$ cat src/design/rcdfr_defines.vh
// Constants for the reset cause and debug force reset block.
// Assumes inclusion by bare name from the design folder.
`ifndef RCDFR_DEFINES_VH
`define RCDFR_DEFINES_VH

// ============================================================
// Register selects (no address bus: one select per register)
// ============================================================
`define RCDFR_STATUS_SEL 1'h0
`define RCDFR_FORCE_SEL 1'h1

// ============================================================
// Status field positions
// ============================================================
`define RCDFR_BIT_POWER_ON 7
`define RCDFR_BIT_EXT_PIN 6
`define RCDFR_BIT_WATCHDOG 5
`define RCDFR_BIT_ILLEGAL 4
`define RCDFR_BIT_CLOCK_GEN 2
`define RCDFR_BIT_LOW_VOLT 1

// ============================================================
// Force register field and read value
// ============================================================
`define RCDFR_BIT_FORCE 0
`define RCDFR_FORCE_READ 8'h00
`define RCDFR_ZERO_BYTE 8'h00

// ============================================================
// Unused status positions
// ============================================================
`define RCDFR_BIT_RSVD_HI 3
`define RCDFR_BIT_RSVD_LO 0

// ============================================================
// Reset kinds, in falling priority
// ============================================================
`define RCDFR_KIND_DEBUG 2'h0
`define RCDFR_KIND_POWER_ON 2'h1
`define RCDFR_KIND_LOW_VOLT 2'h2
`define RCDFR_KIND_OTHER 2'h3

`endif

$ cat src/design/rcdfr_reset_cause.v
// Reset cause status register and debug force reset register.
// Assumes the reset controller applies rst_n_in for every reset type
// and presents the cause strobes stable while rst_n_in is low.
// Status flags change only while reset is held.
//
// Summary of operation
// - Six read-only flags record latest reset cause
// - Debug forced reset leaves all flags clear
// - Status write restarts watchdog, flags unchanged
// - Power-on sets bits 7 and 1 only
// - Low-voltage keeps bit 7, sets bit 1
// - Other resets clear 7,1; set active sources
// - External pin reset sets bit 6
// - Watchdog expiry sets bit 5; needs enable
// - Illegal opcode, disallowed stop/background sets bit 4
// - Clock generator reset sets bit 2
// - Low-voltage reset needs both enables and trip
// - Stop disables detector unless stop enable set
// - User writes to force register are ignored
// - Force register always reads zero
// - Debug write of bit 0 forces reset
`include "rcdfr_defines.vh"
`default_nettype none

module rcdfr_reset_cause (
    input wire core_clk_in,
    input wire rst_n_in,
    // Cause strobes, held by the reset controller during reset
    input wire cause_power_on_in,
    input wire cause_ext_pin_in,
    input wire cause_watchdog_in,
    input wire cause_illegal_in,
    input wire cause_clock_gen_in,
    input wire cause_low_volt_in,
    input wire cause_debug_force_in,
    // Qualifying settings and conditions
    input wire watchdog_enable_in,
    input wire watchdog_expired_in,
    input wire illegal_opcode_in,
    input wire stop_instr_in,
    input wire stop_allow_in,
    input wire background_entry_instruction_in,
    input wire background_mode_allow_in,
    input wire voltage_detector_enable_in,
    input wire voltage_detector_reset_enable_in,
    input wire voltage_detector_stop_enable_in,
    input wire supply_below_trip_in,
    input wire stop_mode_in,
    // Register port
    input wire reg_sel_in,
    input wire reg_wr_in,
    input wire reg_rd_in,
    input wire reg_debug_in,
    input wire [7:0] reg_wdata_in,
    output reg [7:0] reg_rdata_out,
    // Actions
    output wire watchdog_restart_out,
    output wire watchdog_reset_req_out,
    output wire illegal_reset_req_out,
    output wire low_volt_reset_req_out,
    output wire detector_active_out,
    output reg force_reset_req_out
);

    // ========================================================
    // State and internal nets
    // ========================================================
    reg [7:0] reset_cause_status;
    reg [7:0] next_status;
    reg [7:0] next_rdata;
    reg [1:0] reset_kind;
    reg in_reset;
    reg next_force;
    reg next_power_on;
    reg next_ext_pin;
    reg next_watchdog;
    reg next_illegal;
    reg next_clock_gen;
    reg next_low_volt;

    wire status_selected;
    wire force_selected;
    wire stop_is_illegal;
    wire background_is_illegal;
    wire detector_live;
    wire force_write_seen;

    // ========================================================
    // Decode helpers
    // ========================================================
    // Register select decode, shared by the write paths
    function sel_matches;
        input sel;
        input target;
        begin
            sel_matches = (sel == target);
        end
    endfunction

    // An instruction is illegal when its permission is withheld
    function disallowed;
        input instr;
        input allow;
        begin
            disallowed = instr & ~allow;
        end
    endfunction

    // ========================================================
    // Status helpers
    // ========================================================
    // Cause priority: debug force, then power-on, then low voltage
    function [1:0] classify_reset;
        input debug_force;
        input power_on;
        input low_volt;
        begin
            if (debug_force) begin
                classify_reset = `RCDFR_KIND_DEBUG;
            end else if (power_on) begin
                classify_reset = `RCDFR_KIND_POWER_ON;
            end else if (low_volt) begin
                classify_reset = `RCDFR_KIND_LOW_VOLT;
            end else begin
                classify_reset = `RCDFR_KIND_OTHER;
            end
        end
    endfunction

    // Packs the six flags; the two unused positions stay zero
    function [7:0] pack_status;
        input power_on;
        input ext_pin;
        input watchdog;
        input illegal;
        input clock_gen;
        input low_volt;
        begin
            pack_status = `RCDFR_ZERO_BYTE;
            pack_status[`RCDFR_BIT_POWER_ON] = power_on;
            pack_status[`RCDFR_BIT_EXT_PIN] = ext_pin;
            pack_status[`RCDFR_BIT_WATCHDOG] = watchdog;
            pack_status[`RCDFR_BIT_ILLEGAL] = illegal;
            pack_status[`RCDFR_BIT_RSVD_HI] = 1'h0;
            pack_status[`RCDFR_BIT_CLOCK_GEN] = clock_gen;
            pack_status[`RCDFR_BIT_LOW_VOLT] = low_volt;
            pack_status[`RCDFR_BIT_RSVD_LO] = 1'h0;
        end
    endfunction

    // ========================================================
    // Watchdog and opcode requests
    // ========================================================
    // Watchdog expiry is blocked when the enable is clear
    assign watchdog_reset_req_out = watchdog_expired_in &
        watchdog_enable_in;

    assign stop_is_illegal = disallowed(stop_instr_in,
        stop_allow_in);

    assign background_is_illegal = disallowed(
        background_entry_instruction_in,
        background_mode_allow_in);

    assign illegal_reset_req_out = illegal_opcode_in |
        stop_is_illegal |
        background_is_illegal;

    // ========================================================
    // Low-voltage detector
    // ========================================================
    assign detector_live = voltage_detector_enable_in &
        (~stop_mode_in | voltage_detector_stop_enable_in);

    assign detector_active_out = detector_live;

    assign low_volt_reset_req_out = detector_live &
        voltage_detector_reset_enable_in &
        supply_below_trip_in;

    // ========================================================
    // Status capture
    // ========================================================
    always @* begin
        reset_kind = classify_reset(cause_debug_force_in,
            cause_power_on_in, cause_low_volt_in);

        next_power_on = 1'h0;
        next_ext_pin = 1'h0;
        next_watchdog = 1'h0;
        next_illegal = 1'h0;
        next_clock_gen = 1'h0;
        next_low_volt = 1'h0;

        case (reset_kind)
            `RCDFR_KIND_DEBUG: begin
                // Forced reset leaves every flag clear
                next_power_on = 1'h0;
                next_low_volt = 1'h0;
            end
            `RCDFR_KIND_POWER_ON: begin
                next_power_on = 1'h1;
                next_low_volt = 1'h1;
            end
            `RCDFR_KIND_LOW_VOLT: begin
                next_power_on =
                    reset_cause_status[`RCDFR_BIT_POWER_ON];
                next_low_volt = 1'h1;
            end
            `RCDFR_KIND_OTHER: begin
                // Several sources may be active at once; all are shown
                next_ext_pin = cause_ext_pin_in;
                next_watchdog = cause_watchdog_in;
                next_illegal = cause_illegal_in;
                next_clock_gen = cause_clock_gen_in;
            end
            default: begin
                next_power_on = 1'h0;
                next_low_volt = 1'h0;
            end
        endcase
        next_status = pack_status(next_power_on, next_ext_pin,
            next_watchdog, next_illegal, next_clock_gen,
            next_low_volt);
    end

    // Flags are loaded while reset is held and frozen afterwards,
    // so bus writes never touch them
    always @(posedge core_clk_in) begin
        if (!rst_n_in) begin
            reset_cause_status <= next_status;
        end else begin
            reset_cause_status <= reset_cause_status;
        end
    end

    // Marks the first cycle after release; restart is held off then
    always @(posedge core_clk_in) begin
        if (!rst_n_in) begin
            in_reset <= 1'h1;
        end else begin
            in_reset <= 1'h0;
        end
    end

    // ========================================================
    // Register access
    // ========================================================
    assign status_selected = sel_matches(reg_sel_in, `RCDFR_STATUS_SEL);
    assign force_selected = sel_matches(reg_sel_in, `RCDFR_FORCE_SEL);

    // Any value written to the status address restarts the watchdog
    assign watchdog_restart_out = reg_wr_in & ~in_reset &
        status_selected;

    // User program writes never carry the debug qualifier
    assign force_write_seen = reg_wr_in & reg_debug_in &
        force_selected;

    always @* begin
        next_force = 1'h0;
        if (force_write_seen) begin
            next_force = reg_wdata_in[`RCDFR_BIT_FORCE];
        end
    end

    // Read data stands until the next read
    always @* begin
        next_rdata = reg_rdata_out;
        if (reg_rd_in) begin
            case (reg_sel_in)
                `RCDFR_STATUS_SEL: begin
                    next_rdata = reset_cause_status;
                end
                `RCDFR_FORCE_SEL: begin
                    next_rdata = `RCDFR_FORCE_READ;
                end
                default: begin
                    next_rdata = `RCDFR_ZERO_BYTE;
                end
            endcase
        end
    end

    // ========================================================
    // Output registers
    // ========================================================
    always @(posedge core_clk_in) begin
        if (!rst_n_in) begin
            force_reset_req_out <= 1'h0;
        end else begin
            force_reset_req_out <= next_force;
        end
    end

    always @(posedge core_clk_in) begin
        if (!rst_n_in) begin
            reg_rdata_out <= `RCDFR_ZERO_BYTE;
        end else begin
            reg_rdata_out <= next_rdata;
        end
    end

endmodule
`default_nettype wire

$ cat config.mk
export PLATFORM = sky130hd
export DESIGN_NAME = rcdfr_reset_cause
export DESIGN_NICKNAME = d
export VERILOG_FILES = /design/src/design/rcdfr_reset_cause.v
export VERILOG_INCLUDE_DIRS = /design/src /design/src/design
export SDC_FILE = /design/constraint.sdc
export NUM_CORES = 1
export LEC_CHECK = 0
export BUFFER_PORTS_ARGS = -buffer_cell sky130_fd_sc_hd__buf_2
export CORE_AREA = 4 4 44 46
export DETAILED_ROUTE_END_ITERATION = 6
export DIE_AREA = 0 0 48 50
export GPL_ROUTABILITY_DRIVEN = 0
export PLACE_DENSITY_LB_ADDON = 0.2
export SLEW_MARGIN = 40
export SYNTH_ARGS = -nofsm -noshare
export SYNTH_HDL_FRONTEND = slang
export SYNTH_SLANG_ARGS = --single-unit
$ cat constraint.sdc
create_clock -name core_clk_in -period 1.8 [get_ports core_clk_in]
set_clock_uncertainty 0.2 [all_clocks]
set_input_delay 0.09 -clock core_clk_in [delete_from_list [all_inputs] [get_ports core_clk_in]]
set_output_delay 0.09 -clock core_clk_in [all_outputs]
set_load 0.02 [all_outputs]
# After elaboration in Yosys (flattened, before gate mapping)
# Cells that the tools add are included.
[classes]
n_addsub = 0
multipliers = 0
div_mod_pow = 0
order_cmp = 0
eq_ne = 3
n_shift = 0
muxes = 7
n_bitwise = 20
reduce_logical = 3
[ops]
columns = ["operator", "count"]
rows = [
  ["one-hot mux 8 bit (2 select lines)", 1],
  ["AND 1 bit", 10],
  ["NOT 1 bit", 7],
  ["== test 2 bit (second input constant)", 2],
  ["two-way mux 2 bit", 2],
  ["AND reduction 2 bit", 2],
  ["two-way mux 1 bit", 3],
  ["bitwise OR 1 bit", 3],
  ["== test 2 x 1 -> 1 bit (second input constant)", 1],
  ["one-hot mux 1 bit (2 select lines)", 1],
  ["OR reduction 2 bit", 1],
]
[word_totals]
ff_bits = 16
latch_bits = 0
ramBits = 0
mem_bits_ro = 0
in_bits = 33
word_cells = 39
mem_count = 0

# Depth between registers and ports, before layout
[depth]
depth_word = 6
ltp_mapped = 3

# Worst setup path before layout
# OpenSTA, ideal clock, no wires.
[synth_path]
path_kind = "reg-to-output"
start = "reg in_reset"
end = "out watchdog_restart_out"
arrival_ns = 0.798
required_time_ns = 1.510
setup_slack_ns = 0.712
stages_incl_launch_ff = 2
path_buffers = 0
path_cell_list = "dfxtp_1 -> nor3b_1"
[synth_between]
elab_chain_cells = 3
[synth_lines]
columns = ["element", "line", "text"]
rows = [
  ["from (decl)", "rcdfr_reset_cause.v:72", "reg in_reset;"],
  ["from (signal assigned)", "rcdfr_reset_cause.v:240", "in_reset <= 1'h1;"],
  ["from (signal assigned)", "rcdfr_reset_cause.v:242", "in_reset <= 1'h0;"],
  ["NOT 1 bit", "rcdfr_reset_cause.v:253", "assign watchdog_restart_out = reg_wr_in & ~in_reset &"],
  ["AND 1 bit (2 in a row)", "rcdfr_reset_cause.v:253", ""],
  ["to (decl)", "rcdfr_reset_cause.v:57", "output wire watchdog_restart_out,"],
]
# Every way passes these cells.

# Final worst setup path
[layout_path]
start = "in cause_low_volt_in"
end = "reg reset_cause_status[1], data pin"
[layout_between]
elab_chain_cells = 6
[layout_lines]
columns = ["element", "line", "text"]
rows = [
  ["from (decl)", "rcdfr_reset_cause.v:34", "input wire cause_low_volt_in,"],
  ["two-way mux 1 bit *", "rcdfr_reset_cause.v:122", "end else if (low_volt) begin"],
  ["two-way mux 2 bit *", "rcdfr_reset_cause.v:120", "end else if (power_on) begin"],
  ["two-way mux 2 bit *", "rcdfr_reset_cause.v:118", "if (debug_force) begin"],
  ["== test 2 bit or == test 2 x 1 -> 1 bit (tied branches)", "rcdfr_reset_cause.v:195", "case (reset_kind)"],
  ["OR reduction 2 bit (no line) *", "n/a", ""],
  ["two-way mux 1 bit *", "rcdfr_reset_cause.v:195", ""],
  ["named net next_low_volt", "rcdfr_reset_cause.v:79", "reg next_low_volt;"],
  ["to (signal assigned)", "rcdfr_reset_cause.v:231", "reset_cause_status <= next_status;"],
  ["to (signal assigned)", "rcdfr_reset_cause.v:233", "reset_cause_status <= reset_cause_status;"],
  ["to (decl)", "rcdfr_reset_cause.v:68", "reg [7:0] reset_cause_status;"],
]
# The timed path passes the listed nets; every way through them passes the cells marked *.
# A chain may end at the register's enable or synchronous reset.

==> results.sh <==
export IMPL_status="finished clean"
export IMPL_cts_root_buffer="clkbuf_4"
export IMPL_drt_pass1_iter_count=2
export IMPL_path_clk_slew_ns=0.08
export IMPL_hold_viol_final=0
export IMPL_ctsHoldBuffers=15
export IMPL_cts_sinks=14
export IMPL_yosysTopAreaCellShare_pct=29.9
export IMPL_die_y_um=50
export IMPL_hold_ws_ns=0.267
export IMPL_tns_ns=0
export IMPL_area_growth_pct=59.7
export IMPL_yosysWarnings=0
export IMPL_final_cell_mix="buf_2 (37), dlygate4sd3_1 (15), dfxtp_1 (8)"
export IMPL_ys_ff_latch=14
export IMPL_cp_slowest_cell="dlygate4sd3_1"
export IMPL_finish_net_count=145
export IMPL_crit_type="input port to flop"
export IMPL_numCtsBuffers=3
export IMPL_synth_top_cell_by_area="edfxtp_1"
export IMPL_drc=0
export IMPL_cpPeakStageDelay_ns=0.54
export IMPL_p_leak_nw=0.458
export IMPL_io_buffer_count=37
export IMPL_rows=14
export IMPL_placed_area_um2=785
export IMPL_cp_data_required_time_ns=1.63
export IMPL_drtIter0Drc=3
export IMPL_groute_usage_overall_pct=11.8
export IMPL_rsz0062_at_grt="false"
export IMPL_die_area_um2=2400
export IMPL_drive_gt1_share_pct=36.0
export IMPL_avgRoutedWirePerCell_um=10.6
export IMPL_hold_class="flop to flop"
export IMPL_post_cts_buffers=0
export IMPL_irDropWorstVdd_uv=318
export IMPL_postRouteAntennaNets=0
export IMPL_grt_max_degree=13
export IMPL_io_pins=47
export IMPL_syn_inst=57
export IMPL_grt_pass1_vias=564
export IMPL_clock_latency_ns=0.27
export IMPL_mostFrequentLayoutCell="buf_2"
export IMPL_cp_start_kind="input port"
export IMPL_finalPower_mw=0.645
export IMPL_cpLargestDelayFamily="buffers and inverters"
export IMPL_cts_tree="done"
export IMPL_worst_slack_ns=0.160
export IMPL_fin_crit_sh_pct=91.1
export IMPL_wl_um=1350
export IMPL_yosysSeqAreaShare_pct=56.5
export IMPL_cap_violations=0
export IMPL_powerDensity_nw_per_um2=672
export IMPL_worstPathArrival_ns=1.47
export IMPL_dp_hpwl_um=923
export IMPL_dp_cells=108
export IMPL_core_area_um2=1510
export IMPL_syn_area_um2=602
export IMPL_synth_area_per_cell_um2=10.6
export IMPL_grt_pass1_wl_um=2040
export IMPL_initial_core_util_pct=40.0
export IMPL_fmax_mhz=610
export IMPL_final_cell_count_no_fill=127
export IMPL_synth_area_leaders="edfxtp_1 (30%), dfxtp_1 (27%), and2_1 (5.2%)"
export IMPL_final_util_pct=63.8
export IMPL_cp_end_kind="flop"
export IMPL_critical_path_max_fanout=3
export IMPL_design_area_um2=961
export IMPL_clk_path_buf_depth=2
export IMPL_cts_htree_levels=1
export IMPL_pre_cts_ws_ns=0.764
export IMPL_globalRoute_totalOverflow=0
export IMPL_maxSlewViolCount=0
export IMPL_antenna_found_initial=0
export IMPL_diodes=0
export IMPL_post_route_min_period_ns=1.64
export IMPL_worstPathCellList="dlygate4sd3_1, buf_2, nor2_1, nor2_1, dlygate4sd3_1"
export IMPL_ctsResizeCount=0
export IMPL_die_x_um=48
export IMPL_crit_buf_inv=3
export IMPL_setup_viol=0
export IMPL_via_per_inst=4.69
export IMPL_dr_total_vias=596
export IMPL_ys_types=23
[metal layers]
| metal | track usage (%) | up-vias | routed length [µm] |
|---|---|---|---|
| met3 | 2.55 | 6 | 133 |
| met2 | 18.9 | 37 | 638 |
| met1 | 12.2 | 248 | 530 |
| met4 | 9.42 | 0 | 46 |
| met5 | 0 | - | 0 |
| li1 | - | 305 | - |
[synthesized netlist by cell type]
| master | instances |
|---|---|
| dfxtp_1 | 8 |
| edfxtp_1 | 6 |
| and2_1 | 5 |
| inv_1 | 4 |
| nand2_1 | 4 |
| nand3b_1 | 4 |
| nor2_1 | 4 |
| a21oi_1 | 2 |
| a32o_1 | 2 |
| and2b_1 | 2 |
| buf_4 | 2 |
| nand2b_1 | 2 |
| o21ai_1 | 2 |
| a221o_1 | 1 |
| buf_6 | 1 |
| conb_1 | 1 |
| nand3_1 | 1 |
| nor2b_1 | 1 |
| nor3_1 | 1 |
| nor3b_1 | 1 |
| o2111a_1 | 1 |
| o21a_1 | 1 |
| o21ai_0 | 1 |
[layout make-up]
type	count	area, µm²
multi-input cells	37	224
flip-flops and latches	14	340
repair buffers	52	335
inverters	4	15.0
clock inverters	1	3.75
clock buffers	3	22.5
well taps	16	20.0
fillers	135	546
[cell families (layout without fill, tap and decap cells)]
| logic type | Yosys count | count (layout) | synth area share (%) |
|---|---|---|---|
| AO/OA/AOI/OAI | 10 | 10 | 12.3 |
| buffers and inverters | 7 | 60 | 6.86 |
| AND/OR/NAND/NOR | 25 | 25 | 23.7 |
| other | 1 | 2 | 0.623 |
| flip-flops | 14 | 14 | 56.5 |
[flip-flops by register name, summed over array words and instances, names as in the netlist]
signal / flops
force_reset_req_out: 1
in_reset: 1
reg_rdata_out: 6
reset_cause_status: 6
[worst reg2reg max path: cells and delay by family (launching register included)]
family                 cells  cell delay, ns
AOI/OAI and AO/OA          1            0.06
buffers and inverters      1            0.54
DFF                        1            0.36
and+or+nand+nor            1            0.08
[report_power, final]
group	internal, mW	switching (mW)
registers	0.348	0.00497
clock network	0.0802	0.0924
logic	0.0640	0.0555
total	0.493	0.153
[worst paths after layout]
| check | cells after the start | from | to | slack [ns] |
|---|---|---|---|---|
| worst max register to register | 3 | reset_cause_status[6]$_SDFFCE_PP0N_ | reg_rdata_out[6]$_SDFFE_PN0P_ | 0.45 |
| worst min-delay path | 2 | reg_rdata_out[7]$_SDFFE_PN0P_ | reg_rdata_out[7]$_SDFFE_PN0P_ | 0.27 |
| worst max-delay path | 5 | cause_low_volt_in | reset_cause_status[1]$_DFFE_PN_ | 0.16 |
| worst min register to register | 2 | reg_rdata_out[7]$_SDFFE_PN0P_ | reg_rdata_out[7]$_SDFFE_PN0P_ | 0.27 |
No activity file was read; power rests on OpenSTA's default activity.
